--- config.mk ---
export PLATFORM = sky130hd
export DESIGN_NAME = sbwm_top
export DESIGN_NICKNAME = d
export VERILOG_FILES = /design/src/verilog/sbwm_pkg.sv /design/src/verilog/sbwm_fifo.sv /design/src/verilog/sbwm_top.sv
export SDC_FILE = /design/constraint.sdc
export NUM_CORES = 2
export LEC_CHECK = 0
export BUFFER_PORTS_ARGS = -buffer_cell sky130_fd_sc_hd__clkbuf_2
export CORE_MARGIN = 1
export CORE_UTILIZATION = 30
export CTS_CLUSTER_DIAMETER = 200
export DETAILED_ROUTE_END_ITERATION = 8
export GPL_ROUTABILITY_DRIVEN = 0
export PLACE_DENSITY_LB_ADDON = 0.05
export SLEW_MARGIN = 40
export SYNTH_ARGS = -nofsm -noshare
export SYNTH_HDL_FRONTEND = slang
export SYNTH_SLANG_ARGS = --single-unit
--- constraint.sdc ---
create_clock -name pclk -period 6.4 [get_ports pclk]
set_input_delay 1.6 -clock pclk [delete_from_list [all_inputs] [get_ports pclk]]
set_output_delay 1.6 -clock pclk [all_outputs]
set_load 0.02 [all_outputs]
--- src/verilog/sbwm_pkg.sv ---
// Purpose: shared constants and lane decode for the write masking block
// Assumes: 36-bit widest organisation, nine-bit lanes, four-bit nibbles
// Notes:   all offsets are byte addresses on a 32-bit APB
package sbwm_pkg;

  // ==========================================================================
  // data organisation
  localparam int          DATA_W    = 36;
  localparam int          LANES     = 4;
  localparam int          LANE_W    = 9;
  localparam int          NIB_W     = 4;
  localparam logic [1:0]  ORG_X8    = 2'h0;
  localparam logic [1:0]  ORG_X9    = 2'h1;
  localparam logic [1:0]  ORG_X18   = 2'h2;
  localparam logic [1:0]  ORG_X36   = 2'h3;

  // ==========================================================================
  // register map
  localparam logic [7:0]  ADDR_CTRL     = 8'h00;
  localparam logic [7:0]  ADDR_STATUS   = 8'h04;
  localparam logic [7:0]  ADDR_RD_IDX   = 8'h08;
  localparam logic [7:0]  ADDR_RD_LO    = 8'h0C;
  localparam logic [7:0]  ADDR_RD_HI    = 8'h10;
  localparam logic [7:0]  ADDR_WR_CNT   = 8'h14;

  // ==========================================================================
  // fields and reset values
  localparam int          CTRL_MODE_LSB  = 0;
  localparam int          CTRL_EN_BIT    = 2;
  localparam int          CTRL_HOLD_BIT  = 3;
  localparam logic [3:0]  CTRL_RESET     = 4'h4;
  localparam int          STAT_EMPTY_BIT = 0;
  localparam int          STAT_FULL_BIT  = 1;
  localparam int          STAT_PEND0_BIT = 2;
  localparam int          STAT_PEND1_BIT = 3;
  localparam int          STAT_DROP_LSB  = 8;
  localparam int          STAT_LVL_LSB   = 16;
  localparam int          DROP_W         = 8;
  localparam int          FIFO_DEPTH     = 32;

  // ==========================================================================
  // per-bit write enable from the active-low lane selects
  function automatic logic [DATA_W-1:0] sbwm_lane_en(
    input logic [1:0]       mode,
    input logic [LANES-1:0] bsel_n,
    input logic [1:0]       nsel_n
  );
    logic [DATA_W-1:0] en;
    en = '0;
    unique case (mode)
      ORG_X8: begin
        en[NIB_W-1:0]         = {NIB_W{~nsel_n[0]}};
        en[2*NIB_W-1:NIB_W]   = {NIB_W{~nsel_n[1]}};
      end
      ORG_X9: begin
        en[LANE_W-1:0]        = {LANE_W{~bsel_n[0]}};
      end
      ORG_X18: begin
        en[LANE_W-1:0]        = {LANE_W{~bsel_n[0]}};
        en[2*LANE_W-1:LANE_W] = {LANE_W{~bsel_n[1]}};
      end
      ORG_X36: begin
        for (int i = 0; i < LANES; i++) begin
          en[i*LANE_W +: LANE_W] = {LANE_W{~bsel_n[i]}};
        end
      end
    endcase
    return en;
  endfunction : sbwm_lane_en

endpackage : sbwm_pkg

--- src/verilog/sbwm_fifo.sv ---
// Purpose: word FIFO with registered output between capture and array
// Assumes: DEPTH a power of two
// Notes:   out_data comes from a flop; level counts the output stage too
`timescale 1ns/10ps
module sbwm_fifo #(
  parameter int W     = 8,
  parameter int DEPTH = 32,
  parameter int CW    = $clog2(DEPTH) + 1
) (
  // clock and reset
  input  wire logic          clk,
  input  wire logic          rst_n,
  // filling side
  input  wire logic          in_valid,
  output logic               in_ready,
  input  wire logic [W-1:0]  in_data,
  // draining side
  output logic               out_valid,
  input  wire logic          out_ready,
  output logic [W-1:0]       out_data,
  // fill level
  output logic [CW:0]        level
);

  localparam int PW = $clog2(DEPTH);

  initial begin
    if (DEPTH < 2 || (DEPTH & (DEPTH - 1)) != 0 || W < 1) begin
      $error("sbwm_fifo: bad W or DEPTH");
    end
  end

  logic [W-1:0]  mem_ff [DEPTH];
  logic [PW-1:0] wr_ptr_ff;
  logic [PW-1:0] rd_ptr_ff;
  logic [CW-1:0] cnt_ff;
  logic          ov_ff;
  logic [W-1:0]  od_ff;
  logic          push;
  logic          load;

  assign in_ready  = (cnt_ff != CW'(DEPTH));
  assign push      = in_valid & in_ready;
  assign load      = (cnt_ff != '0) & (~ov_ff | out_ready);
  assign out_valid = ov_ff;
  assign out_data  = od_ff;
  assign level     = {1'b0, cnt_ff} + {{CW{1'b0}}, ov_ff};

  // ==========================================================================
  // storage
  always_ff @(posedge clk) begin
    if (push) begin
      mem_ff[wr_ptr_ff] <= in_data;
    end
  end

  // ==========================================================================
  // pointers and count
  always_ff @(posedge clk or negedge rst_n) begin
    if (!rst_n) begin
      wr_ptr_ff <= '0;
      rd_ptr_ff <= '0;
      cnt_ff    <= '0;
    end else begin
      if (push) begin
        wr_ptr_ff <= wr_ptr_ff + PW'(1);
      end
      if (load) begin
        rd_ptr_ff <= rd_ptr_ff + PW'(1);
      end
      cnt_ff <= cnt_ff + CW'(push) - CW'(load);
    end
  end

  // ==========================================================================
  // output stage
  always_ff @(posedge clk or negedge rst_n) begin
    if (!rst_n) begin
      ov_ff <= 1'b0;
      od_ff <= '0;
    end else begin
      if (load) begin
        ov_ff <= 1'b1;
        od_ff <= mem_ff[rd_ptr_ff];
      end else if (out_ready) begin
        ov_ff <= 1'b0;
      end
    end
  end

endmodule : sbwm_fifo

--- src/verilog/sbwm_top.sv ---
// Purpose: byte-lane write masking on the write data port of a burst SRAM
// Assumes: k_pos, k_neg and all pins are slow against pclk (pin clock <= pclk/4)
// Notes:   array is read back over APB; a FIFO decouples capture from array writes
`timescale 1ns/10ps

module sbwm_top #(
  parameter int ADDR_W = 4
) (
  // clock and reset
  input  wire logic                       pclk,
  input  wire logic                       presetn,
  // apb slave
  input  wire logic                       psel,
  input  wire logic                       penable,
  input  wire logic                       pwrite,
  input  wire logic [7:0]                 paddr,
  input  wire logic [31:0]                pwdata,
  output logic [31:0]                     prdata,
  output logic                            pready,
  output logic                            pslverr,
  // sram write port pins
  input  wire logic                       k_pos,
  input  wire logic                       k_neg,
  input  wire logic                       rw_select,
  input  wire logic                       load_strobe_n,
  input  wire logic [ADDR_W-1:0]          wr_addr,
  input  wire logic [sbwm_pkg::DATA_W-1:0] wr_data,
  input  wire logic [sbwm_pkg::LANES-1:0] byte_lane_select_n,
  input  wire logic [1:0]                 nibble_lane_select_n,
  // capture status
  output logic                            capture_ready
);

  localparam int IDX_W = ADDR_W + 1;
  localparam int WORDS = 1 << IDX_W;
  localparam int DW    = sbwm_pkg::DATA_W;
  localparam int EW    = IDX_W + 2 * DW;
  localparam int SW    = 4 + ADDR_W + DW + sbwm_pkg::LANES + 2;
  localparam int LW    = $clog2(sbwm_pkg::FIFO_DEPTH) + 2;

  initial begin
    if (ADDR_W < 1 || ADDR_W > 10) begin
      $error("sbwm_top: ADDR_W out of range");
    end
  end

  // ==========================================================================
  // pin synchronisers
  logic [SW-1:0] sync1_ff;
  logic [SW-1:0] sync2_ff;
  logic          kp_prev_ff;
  logic          kn_prev_ff;

  always_ff @(posedge pclk or negedge presetn) begin
    if (!presetn) begin
      sync1_ff   <= '0;
      sync2_ff   <= '0;
      kp_prev_ff <= 1'b0;
      kn_prev_ff <= 1'b0;
    end else begin
      sync1_ff   <= {k_pos, k_neg, rw_select, load_strobe_n, wr_addr, wr_data,
                     byte_lane_select_n, nibble_lane_select_n};
      sync2_ff   <= sync1_ff;
      kp_prev_ff <= sync2_ff[SW-1];
      kn_prev_ff <= sync2_ff[SW-2];
    end
  end

  logic                       s_kp;
  logic                       s_kn;
  logic                       s_rw;
  logic                       s_ld_n;
  logic [ADDR_W-1:0]          s_addr;
  logic [DW-1:0]              s_data;
  logic [sbwm_pkg::LANES-1:0] s_bsel_n;
  logic [1:0]                 s_nsel_n;

  assign {s_kp, s_kn, s_rw, s_ld_n, s_addr, s_data, s_bsel_n, s_nsel_n} = sync2_ff;

  // ==========================================================================
  // control register
  logic [3:0]  ctrl_ff;
  logic [1:0]  mode;
  logic        cap_en;
  logic        drain_hold;

  assign mode       = ctrl_ff[sbwm_pkg::CTRL_MODE_LSB +: 2];
  assign cap_en     = ctrl_ff[sbwm_pkg::CTRL_EN_BIT];
  assign drain_hold = ctrl_ff[sbwm_pkg::CTRL_HOLD_BIT];

  // ==========================================================================
  // write initiation and burst capture
  logic              kp_rise;
  logic              kn_rise;
  logic              start_wr;
  logic              pend0_ff;
  logic              pend1_ff;
  logic [ADDR_W-1:0] addr0_ff;
  logic [ADDR_W-1:0] addr1_ff;
  logic              cap0;
  logic              cap1;
  logic [IDX_W-1:0]  cap_idx;
  logic [DW-1:0]     cap_lane;
  logic              push_req;
  logic              fifo_push;
  logic              fifo_in_ready;

  assign kp_rise  = s_kp & ~kp_prev_ff;
  assign kn_rise  = s_kn & ~kn_prev_ff;
  assign start_wr = kp_rise & ~s_rw & ~s_ld_n & cap_en;
  assign cap0     = kp_rise & pend0_ff;
  assign cap1     = kn_rise & pend1_ff;
  assign cap_idx  = cap0 ? {addr0_ff, 1'b0} : {addr1_ff, 1'b1};
  assign cap_lane = sbwm_pkg::sbwm_lane_en(mode, s_bsel_n, s_nsel_n);
  assign push_req = (cap0 | cap1) & (|cap_lane);
  assign fifo_push     = push_req & fifo_in_ready;
  assign capture_ready = fifo_in_ready;

  always_ff @(posedge pclk or negedge presetn) begin
    if (!presetn) begin
      pend0_ff <= 1'b0;
      addr0_ff <= '0;
    end else if (kp_rise) begin
      pend0_ff <= start_wr;
      if (start_wr) begin
        addr0_ff <= s_addr;
      end
    end
  end

  always_ff @(posedge pclk or negedge presetn) begin
    if (!presetn) begin
      pend1_ff <= 1'b0;
      addr1_ff <= '0;
    end else if (cap0) begin
      pend1_ff <= 1'b1;
      addr1_ff <= addr0_ff;
    end else if (kn_rise) begin
      pend1_ff <= 1'b0;
    end
  end

  // ==========================================================================
  // capture fifo
  logic [EW-1:0] fifo_out;
  logic          fifo_out_valid;
  logic          drain;
  logic [LW-1:0] fifo_level;

  assign drain = fifo_out_valid & ~drain_hold;

  sbwm_fifo #(
    .W     (EW),
    .DEPTH (sbwm_pkg::FIFO_DEPTH)
  ) u_fifo (
    .clk       (pclk),
    .rst_n     (presetn),
    .in_valid  (fifo_push),
    .in_ready  (fifo_in_ready),
    .in_data   ({cap_idx, cap_lane, s_data}),
    .out_valid (fifo_out_valid),
    .out_ready (~drain_hold),
    .out_data  (fifo_out),
    .level     (fifo_level)
  );

  // ==========================================================================
  // array with masked write
  logic [DW-1:0]    arr_ff [WORDS];
  logic [IDX_W-1:0] d_idx;
  logic [DW-1:0]    d_en;
  logic [DW-1:0]    d_data;

  assign {d_idx, d_en, d_data} = fifo_out;

  always_ff @(posedge pclk) begin
    if (drain) begin
      arr_ff[d_idx] <= (arr_ff[d_idx] & ~d_en) | (d_data & d_en);
    end
  end

  // ==========================================================================
  // counters
  logic [sbwm_pkg::DROP_W-1:0] drop_cnt_ff;
  logic [31:0]                 wr_cnt_ff;

  always_ff @(posedge pclk or negedge presetn) begin
    if (!presetn) begin
      drop_cnt_ff <= '0;
    end else if (push_req & ~fifo_in_ready & ~(&drop_cnt_ff)) begin
      drop_cnt_ff <= drop_cnt_ff + 8'h01;
    end
  end

  always_ff @(posedge pclk or negedge presetn) begin
    if (!presetn) begin
      wr_cnt_ff <= '0;
    end else if (drain) begin
      wr_cnt_ff <= wr_cnt_ff + 32'h0000_0001;
    end
  end

  // ==========================================================================
  // apb slave
  logic [IDX_W-1:0] rd_idx_ff;
  logic [31:0]      prdata_ff;
  logic             wr_acc;
  logic             rd_setup;
  logic             hit;
  logic [31:0]      status;
  logic [DW-1:0]    rd_word;

  assign hit = (paddr == sbwm_pkg::ADDR_CTRL)   || (paddr == sbwm_pkg::ADDR_STATUS) ||
               (paddr == sbwm_pkg::ADDR_RD_IDX) || (paddr == sbwm_pkg::ADDR_RD_LO)  ||
               (paddr == sbwm_pkg::ADDR_RD_HI)  || (paddr == sbwm_pkg::ADDR_WR_CNT);
  assign wr_acc   = psel & penable & pwrite;
  assign rd_setup = psel & ~penable & ~pwrite;
  assign pready   = 1'b1;
  assign pslverr  = psel & penable & ~hit;
  assign prdata   = prdata_ff;
  assign rd_word  = arr_ff[rd_idx_ff];

  always_comb begin
    status = 32'h0000_0000;
    status[sbwm_pkg::STAT_EMPTY_BIT] = ~fifo_out_valid;
    status[sbwm_pkg::STAT_FULL_BIT]  = ~fifo_in_ready;
    status[sbwm_pkg::STAT_PEND0_BIT] = pend0_ff;
    status[sbwm_pkg::STAT_PEND1_BIT] = pend1_ff;
    status[sbwm_pkg::STAT_DROP_LSB +: sbwm_pkg::DROP_W] = drop_cnt_ff;
    status[sbwm_pkg::STAT_LVL_LSB +: LW] = fifo_level;
  end

  always_ff @(posedge pclk or negedge presetn) begin
    if (!presetn) begin
      ctrl_ff   <= sbwm_pkg::CTRL_RESET;
      rd_idx_ff <= '0;
    end else if (wr_acc) begin
      if (paddr == sbwm_pkg::ADDR_CTRL) begin
        ctrl_ff <= pwdata[3:0];
      end
      if (paddr == sbwm_pkg::ADDR_RD_IDX) begin
        rd_idx_ff <= pwdata[IDX_W-1:0];
      end
    end
  end

  always_ff @(posedge pclk or negedge presetn) begin
    if (!presetn) begin
      prdata_ff <= 32'h0000_0000;
    end else if (rd_setup) begin
      unique case (paddr)
        sbwm_pkg::ADDR_CTRL:   prdata_ff <= {28'h000_0000, ctrl_ff};
        sbwm_pkg::ADDR_STATUS: prdata_ff <= status;
        sbwm_pkg::ADDR_RD_IDX: prdata_ff <= {{(32-IDX_W){1'b0}}, rd_idx_ff};
        sbwm_pkg::ADDR_RD_LO:  prdata_ff <= rd_word[31:0];
        sbwm_pkg::ADDR_RD_HI:  prdata_ff <= {28'h000_0000, rd_word[DW-1:32]};
        sbwm_pkg::ADDR_WR_CNT: prdata_ff <= wr_cnt_ff;
        default:               prdata_ff <= 32'h0000_0000;
      endcase
    end
  end

  logic             chk_v_ff;
  logic [IDX_W-1:0] chk_idx_ff;
  logic [DW-1:0]    chk_exp_ff;

  always_ff @(posedge pclk or negedge presetn) begin
    if (!presetn) begin
      chk_v_ff   <= 1'b0;
      chk_idx_ff <= '0;
      chk_exp_ff <= '0;
    end else begin
      chk_v_ff   <= drain;
      chk_idx_ff <= d_idx;
      chk_exp_ff <= (arr_ff[d_idx] & ~d_en) | (d_data & d_en);
    end
  end
endmodule : sbwm_top
==> metrics.txt <==
Clock transition at path regs 0.05 ns; proportion of synthesized chip area in sequential cells between 70 and 80%; leftover overflow at the end of global routing 0; critical path peak fanout 7; Leak Pwr 44.1 nW; CTS Sinks about 2900; worst skew pair latency ~0.94 ns; post-synthesis to final-layout area growth 17.4%; number of maximum-capacitance violations 0; mean routed wirelength per cell approximately 35 microns; detailed-routing iteration count for the pre-antenna-repair pass 5; post-cts hold buffer count 0; cts repair resizes 0; cell taking the most area after synthesis sky130_fd_sc_hd__edfxtp_1; area of the core region 0.396 sq mm; CP required between 4 and 5 ns; Setup Viol. Count Final 0; Post-Route Hold Slack 0.345 ns; total detailed-routing wirelength a little under 400000 microns; final sum of negative setup slack 0 ns; Worst Setup Path Type in -> out; Std-Cell Rows ~230; cell types with the largest area share after synthesis sky130_fd_sc_hd__edfxtp_1 67%, sky130_fd_sc_hd__mux4_2 21%, sky130_fd_sc_hd__dfrtp_1 5.4%; slowest CP cell sky130_fd_sc_hd__nor2b_1; ordered list of cells on the worst path clkbuf_2 > nor4_1 > nor2b_1 > a21oi_1 > clkbuf_2; Post-Route Skew 0.0288 ns; final count of pins violating max slew 0; total CTS buffers roughly 340; initial cell density of the core between 30% and 40%; DRC violation total after the first TritonRoute iteration 5052; CP max stage delay 0.50 ns; power density normalized to cell area 380 mW/mm^2; final worst-path cycle share between 60% and 70%; largest net degree at the start of global routing 88; Tot Pwr roughly 0.053 W; Yosys reg bits roughly 2900; net total in the final layout around 5800; DIE AREA around 0.4 sq mm; CTS root buffer sky130_fd_sc_hd__clkbuf_16; H-Tree Depth 5; CTS tree done; number of cells in the design after placement ~11000; most used cells in the layout excluding fill and tap cells 2656 x sky130_fd_sc_hd__edfxtp_1, 1134 x sky130_fd_sc_hd__mux4_2, 355 x sky130_fd_sc_hd__clkbuf_16; Layout Cells excl Fill ~11000; number of flops mapped to enable cells by yosys about 2700; number of warning messages in the yosys log 0; antenna-violating nets left 0; run status completed; post-synthesis cell area about 0.12 sq mm; data arrival time of the worst path roughly 2.8 ns; count of unresolved DRC violations after routing 0; post-CTS setup buffer count 0; most common cell after layout, fill and taps aside sky130_fd_sc_hd__edfxtp_1; fraction of post-synthesis cell area in the top cell type by area approximately two thirds; maximum frequency from static timing analysis ~230 MHz; Netlist cell types between 60 and 70; detailed placement HPWL between 200000 and 250000 microns; final hold violation count 0; floorplan die height approximately 630 microns; Slew Limit Headroom a little under two fifths; first-pass GRT wire length roughly 540000 microns; post-detailed-route via-to-cell ratio between 5 and 6; maximum vdd drop ~250 uV; primary flip-flop cell chosen by synthesis mapping sky130_fd_sc_hd__edfxtp_1; most used cell along the critical path sky130_fd_sc_hd__clkbuf_2; syn_area_per_cell approximately 22 sq um; type of element capturing the critical path primary output; share of synthesized flip-flops with an asynchronous set or reset under 10%; initial antenna violation count 22; vias in the first global route 62200; CP top delay family simple AND/OR/NAND/NOR gates; worst hold path class reg -> reg; kind of launch point of the worst setup path input pin; number of primary I/O pins 130; floorplan die width about 630 microns; worst-case clock buffer depth 4; slew at the pin closest to its max-slew limit approximately 0.91 ns; RSZ-0062 raised after global routing no; min Tclk post-route 4.42 ns; number of cells produced by synthesis 5365; post-synth net total 5483; overall fraction of global-route tracks in use roughly a fifth; overall via count from detail_route between 50000 and 60000; port bufs around 100; Worst Path Buf+Inv 2; fraction of final layout cells sized beyond drive strength 1 between 30 and 40%
[cells in the mapped netlist, drive strengths merged (25+ instances only)]
| library cell | count |
|---|---|
| buf | 198 |
| nor2 | 100 |
| a22oi | 49 |
| nand2 | 157 |
| dfrtp | 256 |
| clkbuf | 147 |
| nand3 | 26 |
| mux2 | 63 |
| xnor2 | 41 |
| nor2b | 25 |
| edfxtp | 2656 |
| a21oi | 81 |
| o21ai | 114 |
| mux4 | 1134 |
| inv | 32 |
| mux2i | 105 |
[where the power goes]
part | internal [W] | total (W) | switching (W)
combinational | 0.00447 | 0.0105 | 0.00601
clock | 0.0117 | 0.0196 | 0.00799
sequential | 0.0224 | 0.0232 | 0.000826
[state kept, by name, indices dropped and copies added, names as in the netlist, 5 cells and up]
register	count
sync1_ff	50
sync2_ff	50
u_fifo.rd_ptr_ff	5
drop_cnt_ff	8
rd_idx_ff	5
u_fifo.cnt_ff	6
u_fifo.mem_ff	1504
prdata	32
arr_ff	1152
u_fifo.wr_ptr_ff	5
wr_cnt_ff	32
u_fifo.out_data	47
[final timing paths]
path	endpoint	startpoint	slack, ns	cells past startpoint
max in group asynchronous	u_fifo.rd_ptr_ff[0]	presetn	4.49	2
worst max-delay path	pslverr	paddr[1]	1.98	5
worst max register to register	arr_ff[2][29]	u_fifo.out_data[72]	2.49	7
worst min-delay path	sync2_ff[39]	sync1_ff[39]	0.35	0
worst min register to register	sync2_ff[39]	sync1_ff[39]	0.35	0
min in group asynchronous	wr_cnt_ff[28]	presetn	0.65	1
[per-layer routing]
metal	GRT usage, %	vias up	wire length, microns
met1	25.5	32700	165000
li1	-	23800	-
met4	6.69	2	14600
met5	0	-	17
met3	3.02	540	17400
met2	33.5	1417	198000
[cell type report]
cell class              count  area, sq um
fillers                 36600       256000
flip-flops and latches   2913        86300
multi-input cells        2075        32600
clock buffers             441         9360
well taps                5242         6560
repair buffers            351         3640
clock inverters           188         1830
inverters                  32          120
diodes                     15         37.5
[stage by stage]
stage,setup slack (ns),utilization [%],area [sq um]
2_1_floorplan,1.77,-,120000
3_3_place_gp,0.876,32.4,128000
3_5_place_dp,1.80,32.6,129000
4_1_cts,1.98,35.4,140000
5_1_grt,1.89,35.4,140000
6_report,1.98,35.4,140000
[cells by family (layout without fill, tap and decap cells)]
logic type	after synthesis	after routing	synth area share (%)
other	1	16	0.00314
DFF	2913	2913	72.1
AOI/OAI and AO/OA	324	324	1.67
buffers and inverters	377	1012	1.40
xor gates and xnor gates	53	53	0.388
muxes	1302	1302	22.8
and+or+nand+nor	372	372	1.39
adders and majority gates	23	23	0.247
Power figures use the tool's default switching activity.
